--- config.mk ---
export PLATFORM = sky130hd
export DESIGN_NAME = sbst_tap
export DESIGN_NICKNAME = d
export VERILOG_FILES = /design/src/sbst_tap_fsm.v /design/src/sbst_tap.v
export VERILOG_INCLUDE_DIRS = /design/src /design/src/src
export SDC_FILE = /design/constraint.sdc
export NUM_CORES = 1
export LEC_CHECK = 0
export BUFFER_PORTS_ARGS = -buffer_cell sky130_fd_sc_hd__buf_4
export CORE_UTILIZATION = 58
export DETAILED_ROUTE_END_ITERATION = 12
export GPL_TIMING_DRIVEN = 0
export HOLD_SLACK_MARGIN = 0.1
export PLACE_DENSITY_LB_ADDON = 0.12
export SETUP_SLACK_MARGIN = 0.2
export SLEW_MARGIN = 0
export SYNTH_ARGS = -nofsm -noshare
export SYNTH_HDL_FRONTEND = slang
export SYNTH_HIERARCHICAL = 1
export SYNTH_SLANG_ARGS = --single-unit
--- constraint.sdc ---
create_clock -name sys_clk -period 2.9 [get_ports sys_clk]
set_input_delay 0.145 -clock sys_clk [delete_from_list [all_inputs] [get_ports sys_clk]]
set_output_delay 0.145 -clock sys_clk [all_outputs]
set_load 0.02 [all_outputs]
--- src/sbst_consts.vh ---
// Behaviour
// [RULE1] 3-bit IR, bypass, 32-bit ID, 109-bit chain
// [RULE2] Code 000 external test, captures boundary cells
// [RULE3] Code 001 loads ID, memory undisturbed
// [RULE4] Code 010 samples, chain path, outputs floated
// [RULE5] Codes 011, 101, 110 have no function, act as bypass
// [RULE6] Code 100 samples, chain path, memory normal
// [RULE7] Code 111 selects bypass bit, memory normal
// [RULE8] ID: revision, part type, maker, bit0 one
// [RULE9] External test drives preloaded values on pins
// [RULE10] Chain bit 108 gates output bus in extest
// [RULE11] Bit 108 preset high at reset and TLR
// [RULE12] Standard TAP; sample rising, TDO falling
`ifndef SBST_CONSTS_VH
`define SBST_CONSTS_VH
`define SBST_IR_W      3
`define SBST_ID_W      32
`define SBST_BSR_W     109
`define SBST_OE_BIT    108
`define SBST_IR_EXTEST 3'h0
`define SBST_IR_IDCODE 3'h1
`define SBST_IR_SAMPZ  3'h2
`define SBST_IR_SAMPLE 3'h4
`define SBST_IR_BYPASS 3'h7
`define SBST_IR_CAPT   3'h1
`define SBST_REV_HI    31
`define SBST_REV_LO    29
`define SBST_PART_HI   28
`define SBST_PART_LO   12
`define SBST_MAKER_HI  11
`define SBST_MAKER_LO  1
`define SBST_SYNC_LO   2'h0
`define SBST_SYNC_HI   2'h3
// ==========
// TAP states
`define SBST_TLR  4'h0
`define SBST_RTI  4'h1
`define SBST_SDR  4'h2
`define SBST_CDR  4'h3
`define SBST_SHDR 4'h4
`define SBST_E1DR 4'h5
`define SBST_PDR  4'h6
`define SBST_E2DR 4'h7
`define SBST_UDR  4'h8
`define SBST_SIR  4'h9
`define SBST_CIR  4'ha
`define SBST_SHIR 4'hb
`define SBST_E1IR 4'hc
`define SBST_PIR  4'hd
`define SBST_E2IR 4'he
`define SBST_UIR  4'hf
`endif

--- src/sbst_tap_fsm.v ---
`timescale 1ns/100ps
`include "sbst_consts.vh"
module sbst_tap_fsm (
    // Clock and reset
    input  wire       sys_clk,
    input  wire       rst_n,
    // Sampled link
    input  wire       tck_rise,
    input  wire       tms,
    // State
    output reg  [3:0] state
);
    reg [3:0] next_state;

    // =====================================
    // Sixteen-state controller
    // =====================================
    always @* begin
        case (state)
            `SBST_TLR:  next_state = tms ? `SBST_TLR  : `SBST_RTI;
            `SBST_RTI:  next_state = tms ? `SBST_SDR  : `SBST_RTI;
            `SBST_SDR:  next_state = tms ? `SBST_SIR  : `SBST_CDR;
            `SBST_CDR:  next_state = tms ? `SBST_E1DR : `SBST_SHDR;
            `SBST_SHDR: next_state = tms ? `SBST_E1DR : `SBST_SHDR;
            `SBST_E1DR: next_state = tms ? `SBST_UDR  : `SBST_PDR;
            `SBST_PDR:  next_state = tms ? `SBST_E2DR : `SBST_PDR;
            `SBST_E2DR: next_state = tms ? `SBST_UDR  : `SBST_SHDR;
            `SBST_UDR:  next_state = tms ? `SBST_SDR  : `SBST_RTI;
            `SBST_SIR:  next_state = tms ? `SBST_TLR  : `SBST_CIR;
            `SBST_CIR:  next_state = tms ? `SBST_E1IR : `SBST_SHIR;
            `SBST_SHIR: next_state = tms ? `SBST_E1IR : `SBST_SHIR;
            `SBST_E1IR: next_state = tms ? `SBST_UIR  : `SBST_PIR;
            `SBST_PIR:  next_state = tms ? `SBST_E2IR : `SBST_PIR;
            `SBST_E2IR: next_state = tms ? `SBST_UIR  : `SBST_SHIR;
            `SBST_UIR:  next_state = tms ? `SBST_SDR  : `SBST_RTI;
            default:    next_state = `SBST_TLR;
        endcase
    end

    always @(posedge sys_clk or negedge rst_n) begin
        if (!rst_n) begin
            state <= `SBST_TLR;
        end else if (tck_rise) begin
            state <= next_state; // RULE12
        end
    end
endmodule // sbst_tap_fsm

--- src/sbst_tap.v ---
`timescale 1ns/100ps
`include "sbst_consts.vh"
module sbst_tap #(
    parameter [2:0]  REVISION = 3'h0,       // Arbitrary value
    parameter [16:0] PART_ID  = 17'h00001,  // Arbitrary value
    parameter [10:0] MAKER_ID = 11'h001     // Arbitrary value
) (
    // Clock and reset
    input  wire                   sys_clk,
    input  wire                   rst_n,
    // Test link pins
    input  wire                   tck,
    input  wire                   tms,
    input  wire                   tdi,
    output reg                    tdo,
    output reg                    tdo_oe,
    // Boundary parallel capture from the device pins
    input  wire [`SBST_BSR_W-1:0] bsr_capture,
    // Boundary drive towards the pins
    output wire [`SBST_BSR_W-2:0] bsr_drive,
    output wire                   extest_sel,
    output wire                   q_bus_oe
);
    // =====================================
    // Pin synchronisers and edge detect
    // =====================================
    reg [1:0] tck_sync;
    reg [1:0] tms_sync;
    reg [1:0] tdi_sync;
    reg       tck_prev;
    wire      tck_rise;
    wire      tck_fall;

    // Memory pins reach the chain two clocks late, so they must stand
    // still for a few clocks around the capturing TCK edge
    reg  [`SBST_BSR_W-1:0] cap_meta;
    reg  [`SBST_BSR_W-1:0] cap_sync;

    always @(posedge sys_clk or negedge rst_n) begin
        if (!rst_n) begin
            tck_sync <= `SBST_SYNC_LO;
            tms_sync <= `SBST_SYNC_HI;
            tdi_sync <= `SBST_SYNC_HI;
            tck_prev <= 1'b0;
            cap_meta <= {`SBST_BSR_W{1'b0}};
            cap_sync <= {`SBST_BSR_W{1'b0}};
        end else begin
            tck_sync <= {tck_sync[0], tck};
            tms_sync <= {tms_sync[0], tms};
            tdi_sync <= {tdi_sync[0], tdi};
            tck_prev <= tck_sync[1];
            cap_meta <= bsr_capture;
            cap_sync <= cap_meta;
        end
    end

    assign tck_rise = tck_sync[1] & ~tck_prev;
    assign tck_fall = ~tck_sync[1] & tck_prev;

    // =====================================
    // Controller
    // =====================================
    wire [3:0] state;

    sbst_tap_fsm u_fsm (
        .sys_clk  (sys_clk),
        .rst_n    (rst_n),
        .tck_rise (tck_rise),
        .tms      (tms_sync[1]),
        .state    (state)
    );

    // =====================================
    // Scan registers
    // =====================================
    reg  [`SBST_IR_W-1:0]  ir_shift; // RULE1
    reg  [`SBST_IR_W-1:0]  ir;
    reg                    bypass_bit;
    reg  [`SBST_ID_W-1:0]  id_shift;
    reg  [`SBST_BSR_W-1:0] bsr_shift;
    reg  [`SBST_BSR_W-1:0] bsr_upd;
    wire [`SBST_ID_W-1:0]  id_value;
    wire                   sel_id;
    wire                   sel_bsr;
    wire                   ser_out;
    wire                   in_tlr;
    reg  [`SBST_IR_W-1:0]  next_ir_shift;
    reg  [`SBST_IR_W-1:0]  next_ir;
    reg                    next_bypass_bit;
    reg  [`SBST_ID_W-1:0]  next_id_shift;
    reg  [`SBST_BSR_W-1:0] next_bsr_shift;
    reg  [`SBST_BSR_W-1:0] next_bsr_upd;

    // Codes that route the boundary chain between the serial pins
    function chain_code;
        input [`SBST_IR_W-1:0] code;
        begin
            chain_code = (code == `SBST_IR_EXTEST) || // RULE2
                         (code == `SBST_IR_SAMPZ)  || // RULE4
                         (code == `SBST_IR_SAMPLE);   // RULE6
        end
    endfunction

    assign id_value = {REVISION, PART_ID, MAKER_ID, 1'b1}; // RULE8
    assign in_tlr   = (state == `SBST_TLR);

    // Any code without a function falls back to bypass, a safe default
    assign sel_id  = (ir == `SBST_IR_IDCODE); // RULE3
    assign sel_bsr = chain_code(ir);

    // =====================================
    // Instruction register
    // =====================================
    always @* begin
        next_ir_shift = ir_shift;
        next_ir       = ir;
        if (in_tlr) begin
            // Held on every clock, not only at TCK, so a controller that
            // has just reached reset already shows the default code
            next_ir = `SBST_IR_IDCODE;
        end else if (tck_rise) begin
            case (state)
                `SBST_CIR: begin
                    next_ir_shift = `SBST_IR_CAPT;
                end
                `SBST_SHIR: begin
                    next_ir_shift = {tdi_sync[1],
                                     ir_shift[`SBST_IR_W-1:1]};
                end
                `SBST_UIR: begin
                    next_ir = ir_shift;
                end
                default: begin
                    next_ir = ir;
                end
            endcase
        end
    end

    always @(posedge sys_clk or negedge rst_n) begin
        if (!rst_n) begin
            ir_shift <= `SBST_IR_CAPT;
            ir       <= `SBST_IR_IDCODE;
        end else begin
            ir_shift <= next_ir_shift;
            ir       <= next_ir;
        end
    end

    // =====================================
    // Data registers
    // =====================================
    always @* begin
        next_bypass_bit = bypass_bit;
        next_id_shift   = id_shift;
        next_bsr_shift  = bsr_shift;
        if (tck_rise) begin
            case (state)
                `SBST_CDR: begin
                    next_bypass_bit = 1'b0; // RULE7
                    if (sel_id) begin
                        next_id_shift = id_value; // RULE3
                    end
                    if (sel_bsr) begin
                        next_bsr_shift = cap_sync; // RULE2
                    end
                end
                `SBST_SHDR: begin
                    next_bypass_bit = tdi_sync[1];
                    next_id_shift   = {tdi_sync[1],
                                       id_shift[`SBST_ID_W-1:1]};
                    next_bsr_shift  = {tdi_sync[1],
                                       bsr_shift[`SBST_BSR_W-1:1]};
                end
                default: begin
                    next_bypass_bit = bypass_bit;
                end
            endcase
        end
    end

    always @(posedge sys_clk or negedge rst_n) begin
        if (!rst_n) begin
            bypass_bit <= 1'b0;
            id_shift   <= {`SBST_ID_W{1'b0}};
            bsr_shift  <= {`SBST_BSR_W{1'b0}};
        end else begin
            bypass_bit <= next_bypass_bit;
            id_shift   <= next_id_shift;
            bsr_shift  <= next_bsr_shift;
        end
    end

    // =====================================
    // Boundary update stage
    // =====================================
    // Only a chain instruction may update, so pins stay put under ID scans
    always @* begin
        next_bsr_upd = bsr_upd;
        if (tck_rise && (state == `SBST_UDR) && sel_bsr) begin
            next_bsr_upd = bsr_shift; // RULE9
        end
        if (in_tlr) begin
            next_bsr_upd[`SBST_OE_BIT] = 1'b1; // RULE11
        end
    end

    always @(posedge sys_clk or negedge rst_n) begin
        if (!rst_n) begin
            bsr_upd <= {1'b1, {(`SBST_BSR_W-1){1'b0}}}; // RULE11
        end else begin
            bsr_upd <= next_bsr_upd;
        end
    end

    // =====================================
    // Serial output, changed on falling TCK
    // =====================================
    assign ser_out = (state == `SBST_SHIR) ? ir_shift[0] :
                     sel_bsr ? bsr_shift[0] :
                     sel_id  ? id_shift[0] : bypass_bit; // RULE7

    always @(posedge sys_clk or negedge rst_n) begin
        if (!rst_n) begin
            tdo    <= 1'b0;
            tdo_oe <= 1'b0;
        end else if (tck_fall) begin
            tdo    <= ser_out; // RULE12
            tdo_oe <= (state == `SBST_SHIR) || (state == `SBST_SHDR);
        end
    end

    // =====================================
    // Effect on the memory pins
    // =====================================
    assign extest_sel = (ir == `SBST_IR_EXTEST); // RULE9
    assign bsr_drive  = bsr_upd[`SBST_BSR_W-2:0]; // RULE9
    // Sample-Z floats the bus; extest lets cell 108 decide
    assign q_bus_oe = (ir == `SBST_IR_SAMPZ) ? 1'b0 : // RULE4
                      extest_sel ? bsr_upd[`SBST_OE_BIT] : // RULE10
                      1'b1;
endmodule // sbst_tap

# Yosys cells after proc, flatten, opt, wreduce, memory -nomap -nowiden
# Index checks and enable logic that the tools add are counted.
# classes
reduce_logical,20
bitwise_logic,5
eq_ne,20
muxes,29
# ops
cell,n
$mux 109,2
$pmux 109 s2,1
$pmux 32 s2,1
$pmux 4 s12,1
$eq 4x4->1 const B,8
$mux 32,1
$eq 4x3->1 const B,4
$mux 4,4
$mux 3,5
$reduce_bool 2->1,5
$mux 1,9
$reduce_and 3->1,3
$eq 4x2->1 const B,2
$mux 2,3
$pmux 3 s2,1
$eq 4x1->1 const B,1
$logic_not 4->1,1
$ne 2x2->1 const B,2
$reduce_and 2->1,2
$reduce_or 2->1,2
$eq 3x1->1 const B,1
$eq 3x2->1 const B,1
$eq 3x3->1 const B,1
$logic_not 3->1,1
6 further kinds,12
# word_totals
out_inout_bits,112
in_bits,114
wordCells,90
ff_bits,488

# Logic depth before layout (Yosys ltp)
# logic_depth
depth_word,6
depth_mapped,7
depth_no_buf,5

# By module
# Netlist, hierarchy kept.
# modules_own_cells
module,instances,cells_each,area_per_inst_um2,seq_area_each_um2
sbst_tap,1,1122,17899.7,12120.4
sbst_tap_fsm,1,47,400.4,100.1

# Worst setup path after synthesis
# Ideal clock, no wire load.
# synth_timing
kind,register -> register
from,register u_fsm.state[3]
to,register bsr_shift[64]
n_path_buf,3
arrival_ns,1.960
period_less_slack_ns,2.085
t_required_ns,2.775
slack_ns,0.815
setup_ns,0.125
path_stages_with_launch,7
path_cell_list,dfrtp_1 > buf_2 > nor4b_4 > buf_2 > buf_2 > mux2_2 > mux2_2
# synth_via
elab_chain_len,3
elab_cells_between_ends,6
classes_between,eq/ne: 3; mux: 1; reduce/logical: 2
# synth_rtl
item,line,text
start: declaration,sbst_tap_fsm.v:11,output reg [3:0] state
start signal: assignment,sbst_tap_fsm.v:42,state <= `SBST_TLR;
start signal: assignment,sbst_tap_fsm.v:44,state <= next_state;
$eq 4x2->1 or $eq 4x3->1 (tied branches),sbst_tap.v:158,case (state)
$ne 2x2->1 (no source line) or $reduce_bool 2->1 (tied branches),-,
$reduce_and 3->1 (no source line),-,
end signal: assignment,sbst_tap.v:186,bsr_shift <= {`SBST_BSR_W{1'b0}};
end signal: assignment,sbst_tap.v:190,bsr_shift <= next_bsr_shift;
end: declaration,sbst_tap.v:80,reg [`SBST_BSR_W-1:0] bsr_shift;
# Several ways; a longest one is shown, not always the timed one.
# A chain may end at the register's enable or synchronous reset.

# Worst setup path after layout
# layout_timing
from,register u_fsm.state[0]
to,register bsr_shift[51]
# Same word-level chain as after synthesis.

==> flow_summary.yaml <==
outcome:
  status: "complete, but fails checks"
  violations: "DRC"
critical_path:
  critPathSlowestCell: "clkbuf_1"
  crit_type: "flop to flop"
  r2r_setup_slack_ns: 0.54
  cp-start-kind: "flop"
  crit_chain: "buf_2 -> nor4b_4 -> buf_4 -> clkbuf_1 -> mux2_2 -> mux2_2"
  cp-end-kind: "flop"
  cp_slowest_stage_delay_ns: 0.48
  cp.arrival_ns: 2.79
  timing.rr.start: "u_fsm/state[0]$_DFFE_PN0P_"
  cp.required_ns: 3.33
  worstPathMaxFanout: 10
  crit_top_cell: "mux2_2"
  crit_path_start: "u_fsm/state[0]$_DFFE_PN0P_"
drt:
  wl_per_cell_um: 16.9
  viasPerCell: 4.99
  drc: 12
  drtAntennaViolNets: 0
  drtIter0Drc: 407
  dr_total_vias: 9959
  wl_mm: 33.8
  dr.pass1.iters: 10
layout:
  regArea_mm2: 0.0122
  areaGrowthSynthToFinish_pct: 27.8
  antenna_cells: 0
  layout-drive-gt1-share_pct: 50.1
  postLayoutCoreUtil_pct: 75.9
  multiInputGateArea_mm2: 0.00480
  num-nets-final: 1677
  fin_cells: 1996
  fillers: 1825
timing:
  maxSlewViolCount: 0
  rsz0062_at_grt: "no"
  slew_headroom_pct: 53.4
  worst_pin_slew_ns: 0.699
  finalSetupViolCount: 0
  skew_ns: 0.0156
  post-route-period-util_pct: 81.3
  setup_ws_ns: 0.543
  fmax_ghz: 0.424
  hold_viol_final: 0
  layout_min_cycle_time_ns: 2.36
floorplan:
  io_pins: 226
  start_util_pct: 59.4
  rows: 64
  die_area_mm2: 0.0323
  die_x_um: 180
  core-area_mm2: 0.0308
  die_h_um: 180
yosys:
  yosysTopAreaCellShare_pct: 65.8
  synth_fp_nets: 1283
  yosysTopAreaCell: "dfrtp_1"
  synth_cells: 1169
  synth_area_mm2: 0.0183
  yosys-top-cells-area: "dfrtp_1 66%, mux2_2 20%, buf_4 5.0%, mux2i_1 1.6%, dfstp_2 1.0%"
  synth_cell_types: 58
  synth-main-ff-cell: "dfrtp_1"
  async_flop_share_pct: 100
  ys_warn_count: 6
  synth_edf_count: 0
  syn_area_per_cell_um2: 15.7
  synth_seq_cells: 488
  seq_area_frac_synth_pct: 66.8
placed_design:
  portBuffers: 225
  dp_slack_ns: 0.166
  gp_congestion: 0.772
  placed_cells: 1794
  hpwl_mm: 20.8
pwr:
  power_density_mw_per_mm2: 783
  peakVddDrop_uv: 562
  p_total_mw: 18.3
  p_leak_nw: 11.2
global_routing:
  grt_util_all_layers_pct: 21.9
  antenna_found_initial: 0
  grt_max_degree: 124
  grt_overflow: 0
  grt_pass1_wl_mm: 56.5
  grt_pass1_vias: 10805
clock_tree:
  clock_latency_ns: 0.55
  cts_tree: "built"
  max-clock-path-buffers: 3
  cts_htree_levels: 2
  path_clk_slew_ns: 0.06
  root_buffer: "clkbuf_16"
  cts_made_buffers: 48
  post_cts_resized: 0
  cts_num_sinks: 488
worst_hold_path:
  hp-class: "primary input to async pin"
job:
  maxCapViolCount: 0
==> Yosys cell counts (all sizes together) (5+ instances only) <==
library cell	n
a21oi	10
nand3	6
nor2	6
o21ai	8
mux2	329
nand4	5
mux2i	29
buf	155
nand2	36
inv	37
dfstp	7
dfrtp	481
clkbuf	9
==> area by class of cell <==
cell class | count | area share [%]
Inverter | 37 | 0.594
Sequential cell | 488 | 52.2
Clock buffer | 66 | 5.81
Tap cell | 396 | 2.12
Buffer | 164 | 4.87
Multi-Input combinational cell | 480 | 20.5
Clock inverter | 21 | 1.21
Timing Repair Buffer | 344 | 12.6
==> repair_timing <==
item,CTS,global route
setup buffers,2,0
endpoints found under the hold margin,191,0
setup endpoints to repair,35,0
hold buffers,113,0
==> cells by family (layout without fill, tap and decap cells) <==
family,Yosys count,in the layout,share of synthesized area [%]
DFF,488,488,66.8
muxes,358,358,22.0
buffers and inverters,201,632,6.98
and+or+nand+nor,84,84,2.71
AOI/OAI and AO/OA,36,36,1.39
adders and majority gates,1,1,0.0547
xor gates and xnor gates,1,1,0.0479
==> layout by cell type, fill, tap and decap left out, types with 8 or more instances in the layout <==
| cell | count |
|---|---|
| buf_1 | 8 |
| nand2_1 | 36 |
| clkbuf_1 | 19 |
| clkinv_2 | 9 |
| mux2_2 | 318 |
| mux2i_1 | 29 |
| buf_4 | 349 |
| inv_1 | 37 |
| clkbuf_16 | 49 |
| mux2_4 | 10 |
| a21oi_1 | 10 |
| buf_2 | 21 |
| dfrtp_1 | 481 |
| dlygate4sd3_1 | 113 |
==> flip-flops by register name, indices dropped and copies added (netlist names), 2 cells and up <==
name	count
tck_sync	2
cap_sync	109
bsr_shift	109
tms_sync	2
cap_meta	109
ir_shift	3
bsr_upd	109
u_fsm/state	4
id_shift	32
tdi_sync	2
ir	3
==> through the flow <==
| stage | setup TNS, ns | hold WS [ns] | area (µm²) |
|---|---|---|---|
| after global routing | 0 | 0.214 | 23400 |
| after global placement | -1551.45 | 0.254 | 20500 |
| after detailed placement | 0 | 0.185 | 20600 |
| after floorplan | 0 | -0.151 | 18300 |
| final | 0 | 0.178 | 23400 |
| after CTS | 0 | 0.203 | 23400 |
==> metal layers <==
metal	routed length [µm]	global-route usage, %	part of all wire [%]	up-vias
li1	-	-	-	4659
met1	14900	29.6	44	5049
met2	16600	36.6	49	205
met3	1530	4.13	4.5	46
met4	723	6.17	2.1	0
met5	0	0	0	-
==> worst paths after layout <==
kind | endpoint | depth (start not counted)
max reg2reg | bsr_shift[51]$_DFFE_PN0P_ | 6
min reg2reg | cap_sync[47]$_DFF_PN0_ | 0
min in group sys_clk | cap_meta[29]$_DFF_PN0_ | 2
max in group asynchronous | bsr_upd[80]$_DFFE_PN0P_ | 3
max | bsr_shift[51]$_DFFE_PN0P_ | 6
min | id_shift[15]$_DFFE_PN0P_ | 2
==> report_power, final <==
part	switching [mW]	internal, mW	leakage [nW]	total, mW
combinational	1.44	1.98	4.35	3.42
clock	2.53	3.83	0.796	6.36
sequential	0.679	7.86	6.07	8.54
total	4.65	13.7	11.2	18.3
==> critical path, delay by kind of cell, from the launching register on <==
| family | cells | cell delay, ns |
|---|---|---|
| buffers and inverters | 3 | 0.87 |
| flip-flops | 1 | 0.37 |
| multiplexers | 2 | 0.67 |
| AND/OR/NAND/NOR | 1 | 0.33 |
Note: power is estimated with default switching activity, not from simulation.
